File: config.mk
export PLATFORM = sky130hd
export DESIGN_NAME = sam_activity_monitor
export DESIGN_NICKNAME = d
export VERILOG_FILES = /design/src/core/sam_pkg.sv /design/src/core/sam_activity_monitor.sv /design/src/core/sam_edge_detect.sv
export SDC_FILE = /design/constraint.sdc
export NUM_CORES = 1
export LEC_CHECK = 0
export ABC_AREA = 0
export BUFFER_PORTS_ARGS = -buffer_cell sky130_fd_sc_hd__clkbuf_2
export CORE_MARGIN = 10
export CORE_UTILIZATION = 54
export DETAILED_ROUTE_END_ITERATION = 8
export HOLD_SLACK_MARGIN = 0.08
export PLACE_DENSITY = 0.85
export SYNTH_ARGS = -nofsm -noshare
export SYNTH_HDL_FRONTEND = slang
export SYNTH_HIERARCHICAL = 1
export SYNTH_SLANG_ARGS = --single-unit
export TNS_END_PERCENT = 50
File: constraint.sdc
create_clock -name clk_sys -period 3.2 [get_ports clk_sys]
set_input_delay 0.32 -clock clk_sys [delete_from_list [all_inputs] [get_ports clk_sys]]
set_output_delay 0.32 -clock clk_sys [all_outputs]
set_load 0.05 [all_outputs]
File: src/core/sam_pkg.sv
/*
 * sam_pkg: register ports, field positions, reset values, state codes and
 * time-base figures of the system activity monitor.
 * assumes the slow time base arrives as a one-cycle tick every 3.90625 ms.
 */
package sam_pkg;

    // ------------------------------------------------------------------
    // register ports (16-bit I/O ports)
    // ------------------------------------------------------------------
    localparam logic [15:0] SAM_CTRL_PORT = 16'hB072;
    localparam logic [15:0] SAM_MASK_PORT = 16'hD872;

    // ------------------------------------------------------------------
    // control register fields
    // ------------------------------------------------------------------
    localparam int CTRL_IRR_ENABLE_BIT = 15;
    localparam int CTRL_CNT_BIT12_BIT  = 14;
    localparam int CTRL_TEST_MODE_BIT  = 13;
    localparam int CTRL_ACT_LATCH_BIT  = 12;
    localparam int CTRL_INACT_BIT      = 11;
    localparam int CTRL_ACT_AFTER_BIT  = 10;
    localparam int CTRL_ACT_BEFORE_BIT = 9;
    localparam int CTRL_ENABLE_BIT     = 8;
    localparam int CTRL_COARSE_LSB     = 4;
    localparam int CTRL_FINE_LSB       = 0;
    localparam int COUNTER_TAP_BIT     = 12;

    // ------------------------------------------------------------------
    // mask register fields
    // ------------------------------------------------------------------
    localparam int MASK_CHIP_SEL_BIT   = 15;
    localparam int MASK_PM_LEVEL_BIT   = 14;
    localparam int MASK_PM_SEL_LSB     = 11;
    localparam int MASK_NMI_BIT        = 10;
    localparam int MASK_DISK_BIT       = 9;
    localparam int MASK_COPROC_BIT     = 8;
    localparam int MASK_ATTN_SEL_LSB   = 6;
    localparam int MASK_IRR8_BIT       = 5;
    localparam int MASK_IRR7_BIT       = 4;
    localparam int MASK_IRR0_BIT       = 3;
    localparam int MASK_ISR8_BIT       = 2;
    localparam int MASK_ISR7_BIT       = 1;
    localparam int MASK_ISR0_BIT       = 0;

    localparam logic [2:0] PM_SEL_LAST_INPUT = 3'h5;
    localparam logic [2:0] PM_INPUT_BASE     = 3'h2;
    localparam logic [3:0] ATTN_LINE_SEL0    = 4'h5;
    localparam logic [3:0] ATTN_LINE_SEL1    = 4'hA;
    localparam logic [3:0] ATTN_LINE_SEL2    = 4'hB;
    localparam logic [3:0] ATTN_LINE_SEL3    = 4'hF;
    localparam int CASCADE_LINE  = 2;
    localparam int GATED_LINE_A  = 3;
    localparam int GATED_LINE_B  = 4;

    // ------------------------------------------------------------------
    // reset values
    // ------------------------------------------------------------------
    localparam logic [15:0] CTRL_RESET = 16'h0000;
    localparam logic [15:0] MASK_RESET = 16'h0000;

    // ------------------------------------------------------------------
    // i/o decode
    // ------------------------------------------------------------------
    localparam logic [15:0] COPROC_PORT_LO = 16'h00F8;
    localparam logic [15:0] COPROC_PORT_HI = 16'h00FF;
    localparam logic [15:0] DISK_DATA_PORT = 16'h01F0;

    // ------------------------------------------------------------------
    // timing, counted in slow ticks
    // ------------------------------------------------------------------
    localparam longint TICK_PERIOD_NS = 64'd3_906_250;
    localparam longint COARSE_STEP_NS = 64'd64_000_000_000;
    localparam longint FINE_STEP_NS   = 64'd7_812_500;
    localparam int COARSE_TICKS = int'(COARSE_STEP_NS / TICK_PERIOD_NS);
    localparam int FINE_TICKS   = int'(FINE_STEP_NS / TICK_PERIOD_NS);
    localparam int COUNT_W      = 18;
    localparam logic [COUNT_W-1:0] TEST_STEP = 18'h00200;
    localparam logic [COUNT_W-1:0] RUN_STEP  = 18'h00001;

    // ------------------------------------------------------------------
    // monitor states
    // ------------------------------------------------------------------
    typedef enum logic [2:0] {
        ST_IDLE   = 3'b001,
        ST_COUNT  = 3'b010,
        ST_EXPIRE = 3'b100
    } sam_state_type;

endpackage

File: src/core/sam_activity_monitor.sv
/*
 * sam_activity_monitor: inactivity timer with its two 16-bit i/o registers,
 * activity qualification, timeout counter and inactivity flags.
 * assumes i/o strobes last one cycle per access, all inputs synchronous to
 * clk_sys, and slowTick pulses once per 3.90625 ms.
 */
`timescale 1ns/1ps

// Operation
// - writing enable zero puts the monitor idle and stops timing
// - writing enable one starts counting slow time-base ticks
// - unmasked activity while enabled clears the counter
// - reaching the timeout sets the inactivity flag and local attention
// - after a timeout the counter clears and timing restarts
// - coarse field times 64 seconds
// - fine field times about 7.8 ms
// - timeout never short, at most 3.9 ms longer
// - timeout is coarse delay plus fine delay
// - every unmasked listed source counts as activity; request bits only while control bit 15 is set
// - interrupt line 2 is never examined
// - requests on lines 3 and 4 gated by the controller's mask
// - control bit 15 enables all request-bit sources
// - mask bit 15 ignores chip-select i/o when set
// - mask bit 14 picks power-management input polarity
// - mask bits 13-11 pick power-management input or disable
// - mask bit 10 ignores the non-maskable output when set
// - mask bit 9 ignores disk data port i/o; counts only if enabled
// - mask bit 8 ignores coprocessor i/o when set
// - mask bits 7-6 pick attention line and exclude its bits
// - mask bits 5-0 mask request/in-service bits of lines 8, 7, 0
// - write zero to flag or disable clears all three status flags
// - activity while enabled sets after-flag if flagged or expiring, else before-flag
module sam_activity_monitor
    import sam_pkg::*;
(
    input  wire logic        clk_sys,
    input  wire logic        rstn,
    input  wire logic [15:0] ioAddr,
    input  wire logic        ioWrStb,
    input  wire logic        ioRdStb,
    input  wire logic [15:0] ioWrData,
    output logic      [15:0] ioRdData,
    output logic             ioRdValid,
    input  wire logic        slowTick,
    input  wire logic [15:0] pendingRequestBits,
    input  wire logic [15:0] inServiceBits,
    input  wire logic [15:0] intMaskBits,
    input  wire logic [7:0]  powerMgmtPort,
    input  wire logic        nmiOut,
    input  wire logic        dmaCycle,
    input  wire logic        cpu16Bit,
    input  wire logic        busA23,
    input  wire logic        diskChipSelEnable,
    input  wire logic        chipSelHit,
    output logic             localAttention
);

    // ------------------------------------------------------------------
    // helpers
    // ------------------------------------------------------------------
    function automatic logic [3:0] attnLine(input logic [1:0] sel);
        unique case (sel)
            2'b00: attnLine = ATTN_LINE_SEL0;
            2'b01: attnLine = ATTN_LINE_SEL1;
            2'b10: attnLine = ATTN_LINE_SEL2;
            2'b11: attnLine = ATTN_LINE_SEL3;
        endcase
    endfunction

    // drop cascade line, attention line and the individually masked lines
    function automatic logic [15:0] qualifyLines(input logic [15:0] bits,
                                                 input logic [1:0]  attnSel,
                                                 input logic        m8,
                                                 input logic        m7,
                                                 input logic        m0);
        logic [15:0] q;
        q = bits;
        q[CASCADE_LINE]     = 1'b0;
        q[attnLine(attnSel)] = 1'b0;
        q[8] = q[8] & ~m8;
        q[7] = q[7] & ~m7;
        q[0] = q[0] & ~m0;
        qualifyLines = q;
    endfunction

    // ------------------------------------------------------------------
    // registers
    // ------------------------------------------------------------------
    sam_state_type      state_reg;
    logic [COUNT_W-1:0] count_reg;
    logic               irrEnable_reg;
    logic               testMode_reg;
    logic [7:0]         timeout_reg;
    logic [15:0]        mask_reg;
    logic               actLatch_reg;
    logic               inactFlag_reg;
    logic               actAfter_reg;
    logic               actBefore_reg;
    logic [15:0]        ioRdData_reg;
    logic               ioRdValid_reg;

    logic               ctrlWrite;
    logic               maskWrite;
    logic               disableWrite;
    logic               enableWrite;
    logic               flagClearWrite;
    logic [15:0]        irrQual;
    logic [15:0]        isrQual;
    logic [2:0]         pmSel;
    logic               pmActive;
    logic               levelRise;
    logic               coprocHit;
    logic               ioAccess;
    logic               ioActivity;
    logic               activity;
    logic [COUNT_W-1:0] timeoutLimit;
    logic [COUNT_W-1:0] countStep;
    logic [15:0]        ctrlView;

    assign ctrlWrite      = ioWrStb && (ioAddr == SAM_CTRL_PORT);
    assign maskWrite      = ioWrStb && (ioAddr == SAM_MASK_PORT);
    assign disableWrite   = ctrlWrite && !ioWrData[CTRL_ENABLE_BIT];
    assign enableWrite    = ctrlWrite && ioWrData[CTRL_ENABLE_BIT];
    assign flagClearWrite = ctrlWrite && !ioWrData[CTRL_INACT_BIT];

    // ------------------------------------------------------------------
    // activity qualification
    // ------------------------------------------------------------------
    always_comb begin
        irrQual = qualifyLines(pendingRequestBits, mask_reg[7:6],
                               mask_reg[MASK_IRR8_BIT], mask_reg[MASK_IRR7_BIT],
                               mask_reg[MASK_IRR0_BIT]);
        irrQual[GATED_LINE_A] = irrQual[GATED_LINE_A] & ~intMaskBits[GATED_LINE_A];
        irrQual[GATED_LINE_B] = irrQual[GATED_LINE_B] & ~intMaskBits[GATED_LINE_B];
        if (!irrEnable_reg) begin
            irrQual = 16'h0000;
        end
        isrQual = qualifyLines(inServiceBits, mask_reg[7:6],
                               mask_reg[MASK_ISR8_BIT], mask_reg[MASK_ISR7_BIT],
                               mask_reg[MASK_ISR0_BIT]);
    end

    assign pmSel = mask_reg[MASK_PM_SEL_LSB +: 3];

    // codes 6 and 7 select nothing
    always_comb begin
        pmActive = 1'b0;
        if (pmSel <= PM_SEL_LAST_INPUT) begin
            pmActive = powerMgmtPort[pmSel + PM_INPUT_BASE] ~^ mask_reg[MASK_PM_LEVEL_BIT];
        end
    end

    sam_edge_detect #(
        .WIDTH (35)
    ) u_levels (
        .clk_sys (clk_sys),
        .rstn    (rstn),
        .levels  ({irrQual, isrQual, pmActive,
                   nmiOut & ~mask_reg[MASK_NMI_BIT], dmaCycle}),
        .anyRise (levelRise)
    );

    // i/o strobes are already single-cycle events
    assign ioAccess  = ioWrStb || ioRdStb;
    assign coprocHit = cpu16Bit ? (ioAddr >= COPROC_PORT_LO && ioAddr <= COPROC_PORT_HI)
                                : busA23;
    assign ioActivity = ioAccess &&
                        ((!mask_reg[MASK_COPROC_BIT] && coprocHit) ||
                         (!mask_reg[MASK_DISK_BIT] && diskChipSelEnable &&
                          ioAddr == DISK_DATA_PORT) ||
                         (!mask_reg[MASK_CHIP_SEL_BIT] && chipSelHit));
    assign activity = levelRise || ioActivity;

    // ------------------------------------------------------------------
    // timeout arithmetic
    // ------------------------------------------------------------------
    // one extra tick covers the unknown phase of the first tick, so the
    // wait is never short and overshoots by less than one tick
    assign timeoutLimit = COUNT_W'(timeout_reg[7:4]) * COUNT_W'(COARSE_TICKS)
                        + COUNT_W'(timeout_reg[3:0]) * COUNT_W'(FINE_TICKS)
                        + RUN_STEP;
    assign countStep = testMode_reg ? TEST_STEP : RUN_STEP;

    // ------------------------------------------------------------------
    // monitor sequence
    // ------------------------------------------------------------------
    always_ff @(posedge clk_sys or negedge rstn) begin
        if (!rstn) begin
            state_reg <= ST_IDLE;
        end else if (disableWrite) begin
            state_reg <= ST_IDLE;
        end else begin
            unique case (state_reg)
                ST_IDLE: begin
                    if (enableWrite) begin
                        state_reg <= ST_COUNT;
                    end
                end
                ST_COUNT: begin
                    if (!activity && count_reg >= timeoutLimit) begin
                        state_reg <= ST_EXPIRE;
                    end
                end
                ST_EXPIRE: begin
                    state_reg <= ST_COUNT;
                end
                default: begin
                    state_reg <= ST_IDLE;
                end
            endcase
        end
    end

    always_ff @(posedge clk_sys or negedge rstn) begin
        if (!rstn) begin
            count_reg <= '0;
        end else if (state_reg != ST_COUNT || activity || disableWrite) begin
            count_reg <= '0;
        end else if (slowTick && count_reg < timeoutLimit) begin
            count_reg <= count_reg + countStep;
        end
    end

    // ------------------------------------------------------------------
    // status flags: a set in the same cycle as a clear wins
    // ------------------------------------------------------------------
    always_ff @(posedge clk_sys or negedge rstn) begin
        if (!rstn) begin
            inactFlag_reg <= 1'b0;
        end else if (state_reg == ST_EXPIRE) begin
            inactFlag_reg <= 1'b1;
        end else if (flagClearWrite || disableWrite) begin
            inactFlag_reg <= 1'b0;
        end
    end

    always_ff @(posedge clk_sys or negedge rstn) begin
        if (!rstn) begin
            actAfter_reg  <= 1'b0;
            actBefore_reg <= 1'b0;
        end else begin
            if (activity && state_reg != ST_IDLE &&
                (inactFlag_reg || state_reg == ST_EXPIRE)) begin
                actAfter_reg <= 1'b1;
            end else if (flagClearWrite || disableWrite) begin
                actAfter_reg <= 1'b0;
            end
            if (activity && state_reg == ST_COUNT && !inactFlag_reg) begin
                actBefore_reg <= 1'b1;
            end else if (flagClearWrite || disableWrite) begin
                actBefore_reg <= 1'b0;
            end
        end
    end

    // latches any unmasked activity, enabled or not
    always_ff @(posedge clk_sys or negedge rstn) begin
        if (!rstn) begin
            actLatch_reg <= 1'b0;
        end else if (activity) begin
            actLatch_reg <= 1'b1;
        end else if (ctrlWrite && !ioWrData[CTRL_ACT_LATCH_BIT]) begin
            actLatch_reg <= 1'b0;
        end
    end

    // ------------------------------------------------------------------
    // writable configuration
    // ------------------------------------------------------------------
    // timeout fields are taken whenever written; software keeps them still
    // while enabled, otherwise the running limit moves under the counter
    always_ff @(posedge clk_sys or negedge rstn) begin
        if (!rstn) begin
            irrEnable_reg <= CTRL_RESET[CTRL_IRR_ENABLE_BIT];
            testMode_reg  <= CTRL_RESET[CTRL_TEST_MODE_BIT];
            timeout_reg   <= CTRL_RESET[7:0];
        end else if (ctrlWrite) begin
            irrEnable_reg <= ioWrData[CTRL_IRR_ENABLE_BIT];
            testMode_reg  <= ioWrData[CTRL_TEST_MODE_BIT];
            timeout_reg   <= ioWrData[7:0];
        end
    end

    always_ff @(posedge clk_sys or negedge rstn) begin
        if (!rstn) begin
            mask_reg <= MASK_RESET;
        end else if (maskWrite) begin
            mask_reg <= ioWrData;
        end
    end

    // ------------------------------------------------------------------
    // read port
    // ------------------------------------------------------------------
    always_comb begin
        ctrlView = {irrEnable_reg, count_reg[COUNTER_TAP_BIT], testMode_reg,
                    actLatch_reg, inactFlag_reg, actAfter_reg, actBefore_reg,
                    state_reg != ST_IDLE, timeout_reg};
    end

    always_ff @(posedge clk_sys or negedge rstn) begin
        if (!rstn) begin
            ioRdData_reg  <= 16'h0000;
            ioRdValid_reg <= 1'b0;
        end else begin
            ioRdValid_reg <= ioRdStb &&
                             (ioAddr == SAM_CTRL_PORT || ioAddr == SAM_MASK_PORT);
            if (ioRdStb && ioAddr == SAM_CTRL_PORT) begin
                ioRdData_reg <= ctrlView;
            end else if (ioRdStb && ioAddr == SAM_MASK_PORT) begin
                ioRdData_reg <= mask_reg;
            end else begin
                ioRdData_reg <= 16'h0000;
            end
        end
    end

    assign ioRdData       = ioRdData_reg;
    assign ioRdValid      = ioRdValid_reg;
    assign localAttention = inactFlag_reg;
endmodule

File: src/core/sam_edge_detect.sv
/*
 * sam_edge_detect: turns a vector of activity levels into one pulse in
 * each cycle in which any bit rises.
 * assumes levels are synchronous to clk_sys.
 */
`timescale 1ns/1ps

module sam_edge_detect #(
    parameter int WIDTH = 8
) (
    input  wire logic             clk_sys,
    input  wire logic             rstn,
    input  wire logic [WIDTH-1:0] levels,
    output logic                  anyRise
);

    logic [WIDTH-1:0] levels_reg;

    always_ff @(posedge clk_sys or negedge rstn) begin
        if (!rstn) begin
            levels_reg <= '0;
        end else begin
            levels_reg <= levels;
        end
    end

    // a level held high counts once, not every cycle
    assign anyRise = |(levels & ~levels_reg);

endmodule

==> flow_metrics.env <==
export IMPL_post_cts_resized=0
export IMPL_finalWorstPathRequiredPeriod_ps=2760
export IMPL_whs_endpoint="irrEnable_reg$_DFFE_PN0P_"
export IMPL_io_pins=117
export IMPL_layout_nets=674
export IMPL_num_rows=34
export IMPL_r2r_cells=10
export IMPL_min_path_cells=3
export IMPL_synth_common_cells="dfrtp_1, nand2_1, inv_1, o21ai_0, nor2_1"
export IMPL_p_per_area_nw_per_um2=386
export IMPL_post_cts_setup_buffers=0
export IMPL_p_leak_nw=2.85
export IMPL_endpoint_kind="flop"
export IMPL_ir_drop_mv=0.190
export IMPL_clk_path_buf_depth=2
export IMPL_ant_nets=0
export IMPL_hold_viol=0
export IMPL_cp_max_fo=19
export IMPL_slew_headroom=0.443
export IMPL_worstHoldStart="ioWrData[15]"
export IMPL_grt_pass1_wl_um=18600
export IMPL_worstMarginPinSlew_ps=830
export IMPL_drcViolationCount=0
export IMPL_cap_violations=0
export IMPL_crit_arrival_ps=3040
export IMPL_cts_buffers_inserted=9
export IMPL_hold_buffers=7
export IMPL_routedWlPerCell_um=17.0
export IMPL_fin_setup_tns_ps=0
export IMPL_largest_reg_flops=35
export IMPL_routed_wl_um=11400
export IMPL_grt_max_degree=51
export IMPL_post_place_ws_ps=505
export IMPL_synth_area_top_cells="dfrtp_1, ha_1, mux2_2, nand2_1, xor2_1"
export IMPL_cp_start_kind="flop"
export IMPL_final_util=0.651
export IMPL_drt_initial_drc_count=315
export IMPL_synth_main_ff_cell="dfrtp_1"
export IMPL_cts_tree="built"
export IMPL_grt_overflow=0
export IMPL_hpwl_um=8670
export IMPL_critPathKind="reg2reg"
export IMPL_min_path_type="in2reg"
export IMPL_clockRootBuffer="clkbuf_8"
export IMPL_synth_top_cell_area_share=0.531
export IMPL_yosysTopAreaCell="dfrtp_1"
export IMPL_dieArea_sq_um=13100
export IMPL_viasPerCell=5.51
export IMPL_synth_area_sq_um=4800
export IMPL_fin_skew_ps=5.68
export IMPL_route_vias_total=3689
export IMPL_syn_inst=443
export IMPL_synth_edff_count=0
export IMPL_core_sq_um=8680
export IMPL_run_status="finished clean"
export IMPL_fillers=680
export IMPL_grt_util_all_layers=0.176
export IMPL_regArea_sq_um=2580
export IMPL_synth_avg_cell_area_sq_um=10.8
export IMPL_stdcell_area_sq_um=5650
export IMPL_reg2reg_to="count_reg[9]$_DFFE_PN0P_"
export IMPL_post_synth_top_count_cell="dfrtp_1"
export IMPL_yosysSeqAreaShare=0.537
export IMPL_r2r_start="mask_reg[6]$_DFFE_PN0P_"
export IMPL_syn_to_final_growth_pct=17.6
export IMPL_synthArstFlopShare=1.00
export IMPL_h_tree_depth=3
export IMPL_rsz0062_at_grt="false"
export IMPL_cts_clk_slew_worst_paths_ps=90
export IMPL_insertion_delay_ps=360
export IMPL_maxSlewViolCount=0
export IMPL_ys_warn_count=6
export IMPL_antenna_found_initial=0
export IMPL_dpl_instance_area_sq_um=5410
export IMPL_initial_utilization=0.554
export IMPL_r2r_setup_slack_ps=440
export IMPL_synth_distinct_cells=52
export IMPL_worstPathRequired_ps=3480
export IMPL_cts_sinks=103
export IMPL_die_h_um=114
export IMPL_gp_congestion=0.906
export IMPL_synth_seq_cells=103
export IMPL_setup_viol_count_final=0
export IMPL_drive_gt1_frac=0.260
export IMPL_total_power_mw=2.18
export IMPL_post_route_worst_setup_slack_ps=440
export IMPL_n_antenna_cell=0
export IMPL_place_port_buffers=100
export IMPL_multi_input_area_sq_um=2040
export IMPL_die_w_um=114
export IMPL_first_pass_iters=4
export IMPL_fmax_ghz=0.362
export IMPL_fin_crit_sh=0.862
export IMPL_grt_pass1_vias=3867
-- critical path: stages (launching register included) --
cell and delay (ps):
dfrtp_1 450, inv_1 140, ha_1 220, and3b_1 200, nand2b_1 90, o2111ai_1 110
nor4_1 510, nand3_1 150, and3b_1 380, nand2_4 210, nor3_1 210
-- kinds of logic (layout without fill, tap and decap cells) --
group                    after synthesis  count (layout)  synth area share
XOR/XNOR                              18              18            0.0328
multiplexers                          19              19            0.0490
other                                  1               4          0.000781
buffers and inverters                 44             160            0.0419
flip-flops                           103             103             0.537
AO/OA/AOI/OAI                         64              64            0.0857
adder cells (fa/ha/maj)               18              18            0.0469
AND/OR/NAND/NOR                      176             176             0.206
-- cell usage in the layout, fill, tap and decap left out, types with 7 or more instances in the layout --
| cell | count |
|---|---|
| dfrtp_1 | 102 |
| clkbuf_2 | 99 |
| nand2_1 | 41 |
| inv_1 | 33 |
| o21ai_0 | 26 |
| nor2_1 | 23 |
| nand2b_1 | 19 |
| ha_1 | 18 |
| mux2_2 | 16 |
| xor2_1 | 15 |
| nand3_1 | 14 |
| nor2b_1 | 10 |
| clkbuf_8 | 10 |
| nand4_1 | 9 |
| a21oi_1 | 7 |
| nor3_1 | 7 |
| and2_1 | 7 |
| and3b_1 | 7 |
| o22ai_1 | 7 |
| dlygate4sd3_1 | 7 |
-- through the flow --
step                hold WS (ps)  std cells
finish                       169        670
global route                 165        670
CTS                          158        670
detailed placement           378        647
global placement             373        647
floorplan                   24.4        446
-- power by group --
part	leakage, nW	internal, mW	switching, mW
registers	1.32	1.31	0.00313
clock network	0.0853	0.303	0.427
logic	1.44	0.0641	0.0695
total	2.85	1.68	0.500
-- layer usage --
metal  GRT usage  share of wire
met3      0.0435          0.076
met1       0.212           0.40
met2       0.297           0.51
met5           0              0
met4      0.0652          0.016
-- worst max-delay path by stage --
stage / startpoint / end / slack (ps)
2_1_floorplan: mask_reg[11]$_DFFE_PN0P_ / count_reg[10]$_DFFE_PN0P_ / 900
3_3_place_gp: mask_reg[11]$_DFFE_PN0P_ / count_reg[9]$_DFFE_PN0P_ / 560
3_5_place_dp: mask_reg[6]$_DFFE_PN0P_ / count_reg[9]$_DFFE_PN0P_ / 500
4_1_cts: mask_reg[6]$_DFFE_PN0P_ / count_reg[9]$_DFFE_PN0P_ / 470
5_1_grt: mask_reg[6]$_DFFE_PN0P_ / count_reg[9]$_DFFE_PN0P_ / 290
6_report: mask_reg[6]$_DFFE_PN0P_ / count_reg[9]$_DFFE_PN0P_ / 440
-- final cells by class --
type | count | area share
clock buffer | 11 | 0.0250
clock inverter | 5 | 0.00598
inverter | 33 | 0.0219
multi-input combinational | 299 | 0.360
sequential | 103 | 0.456
tap | 108 | 0.0239
timing repair buffer | 111 | 0.107
No activity file was read; power rests on OpenSTA's default activity.
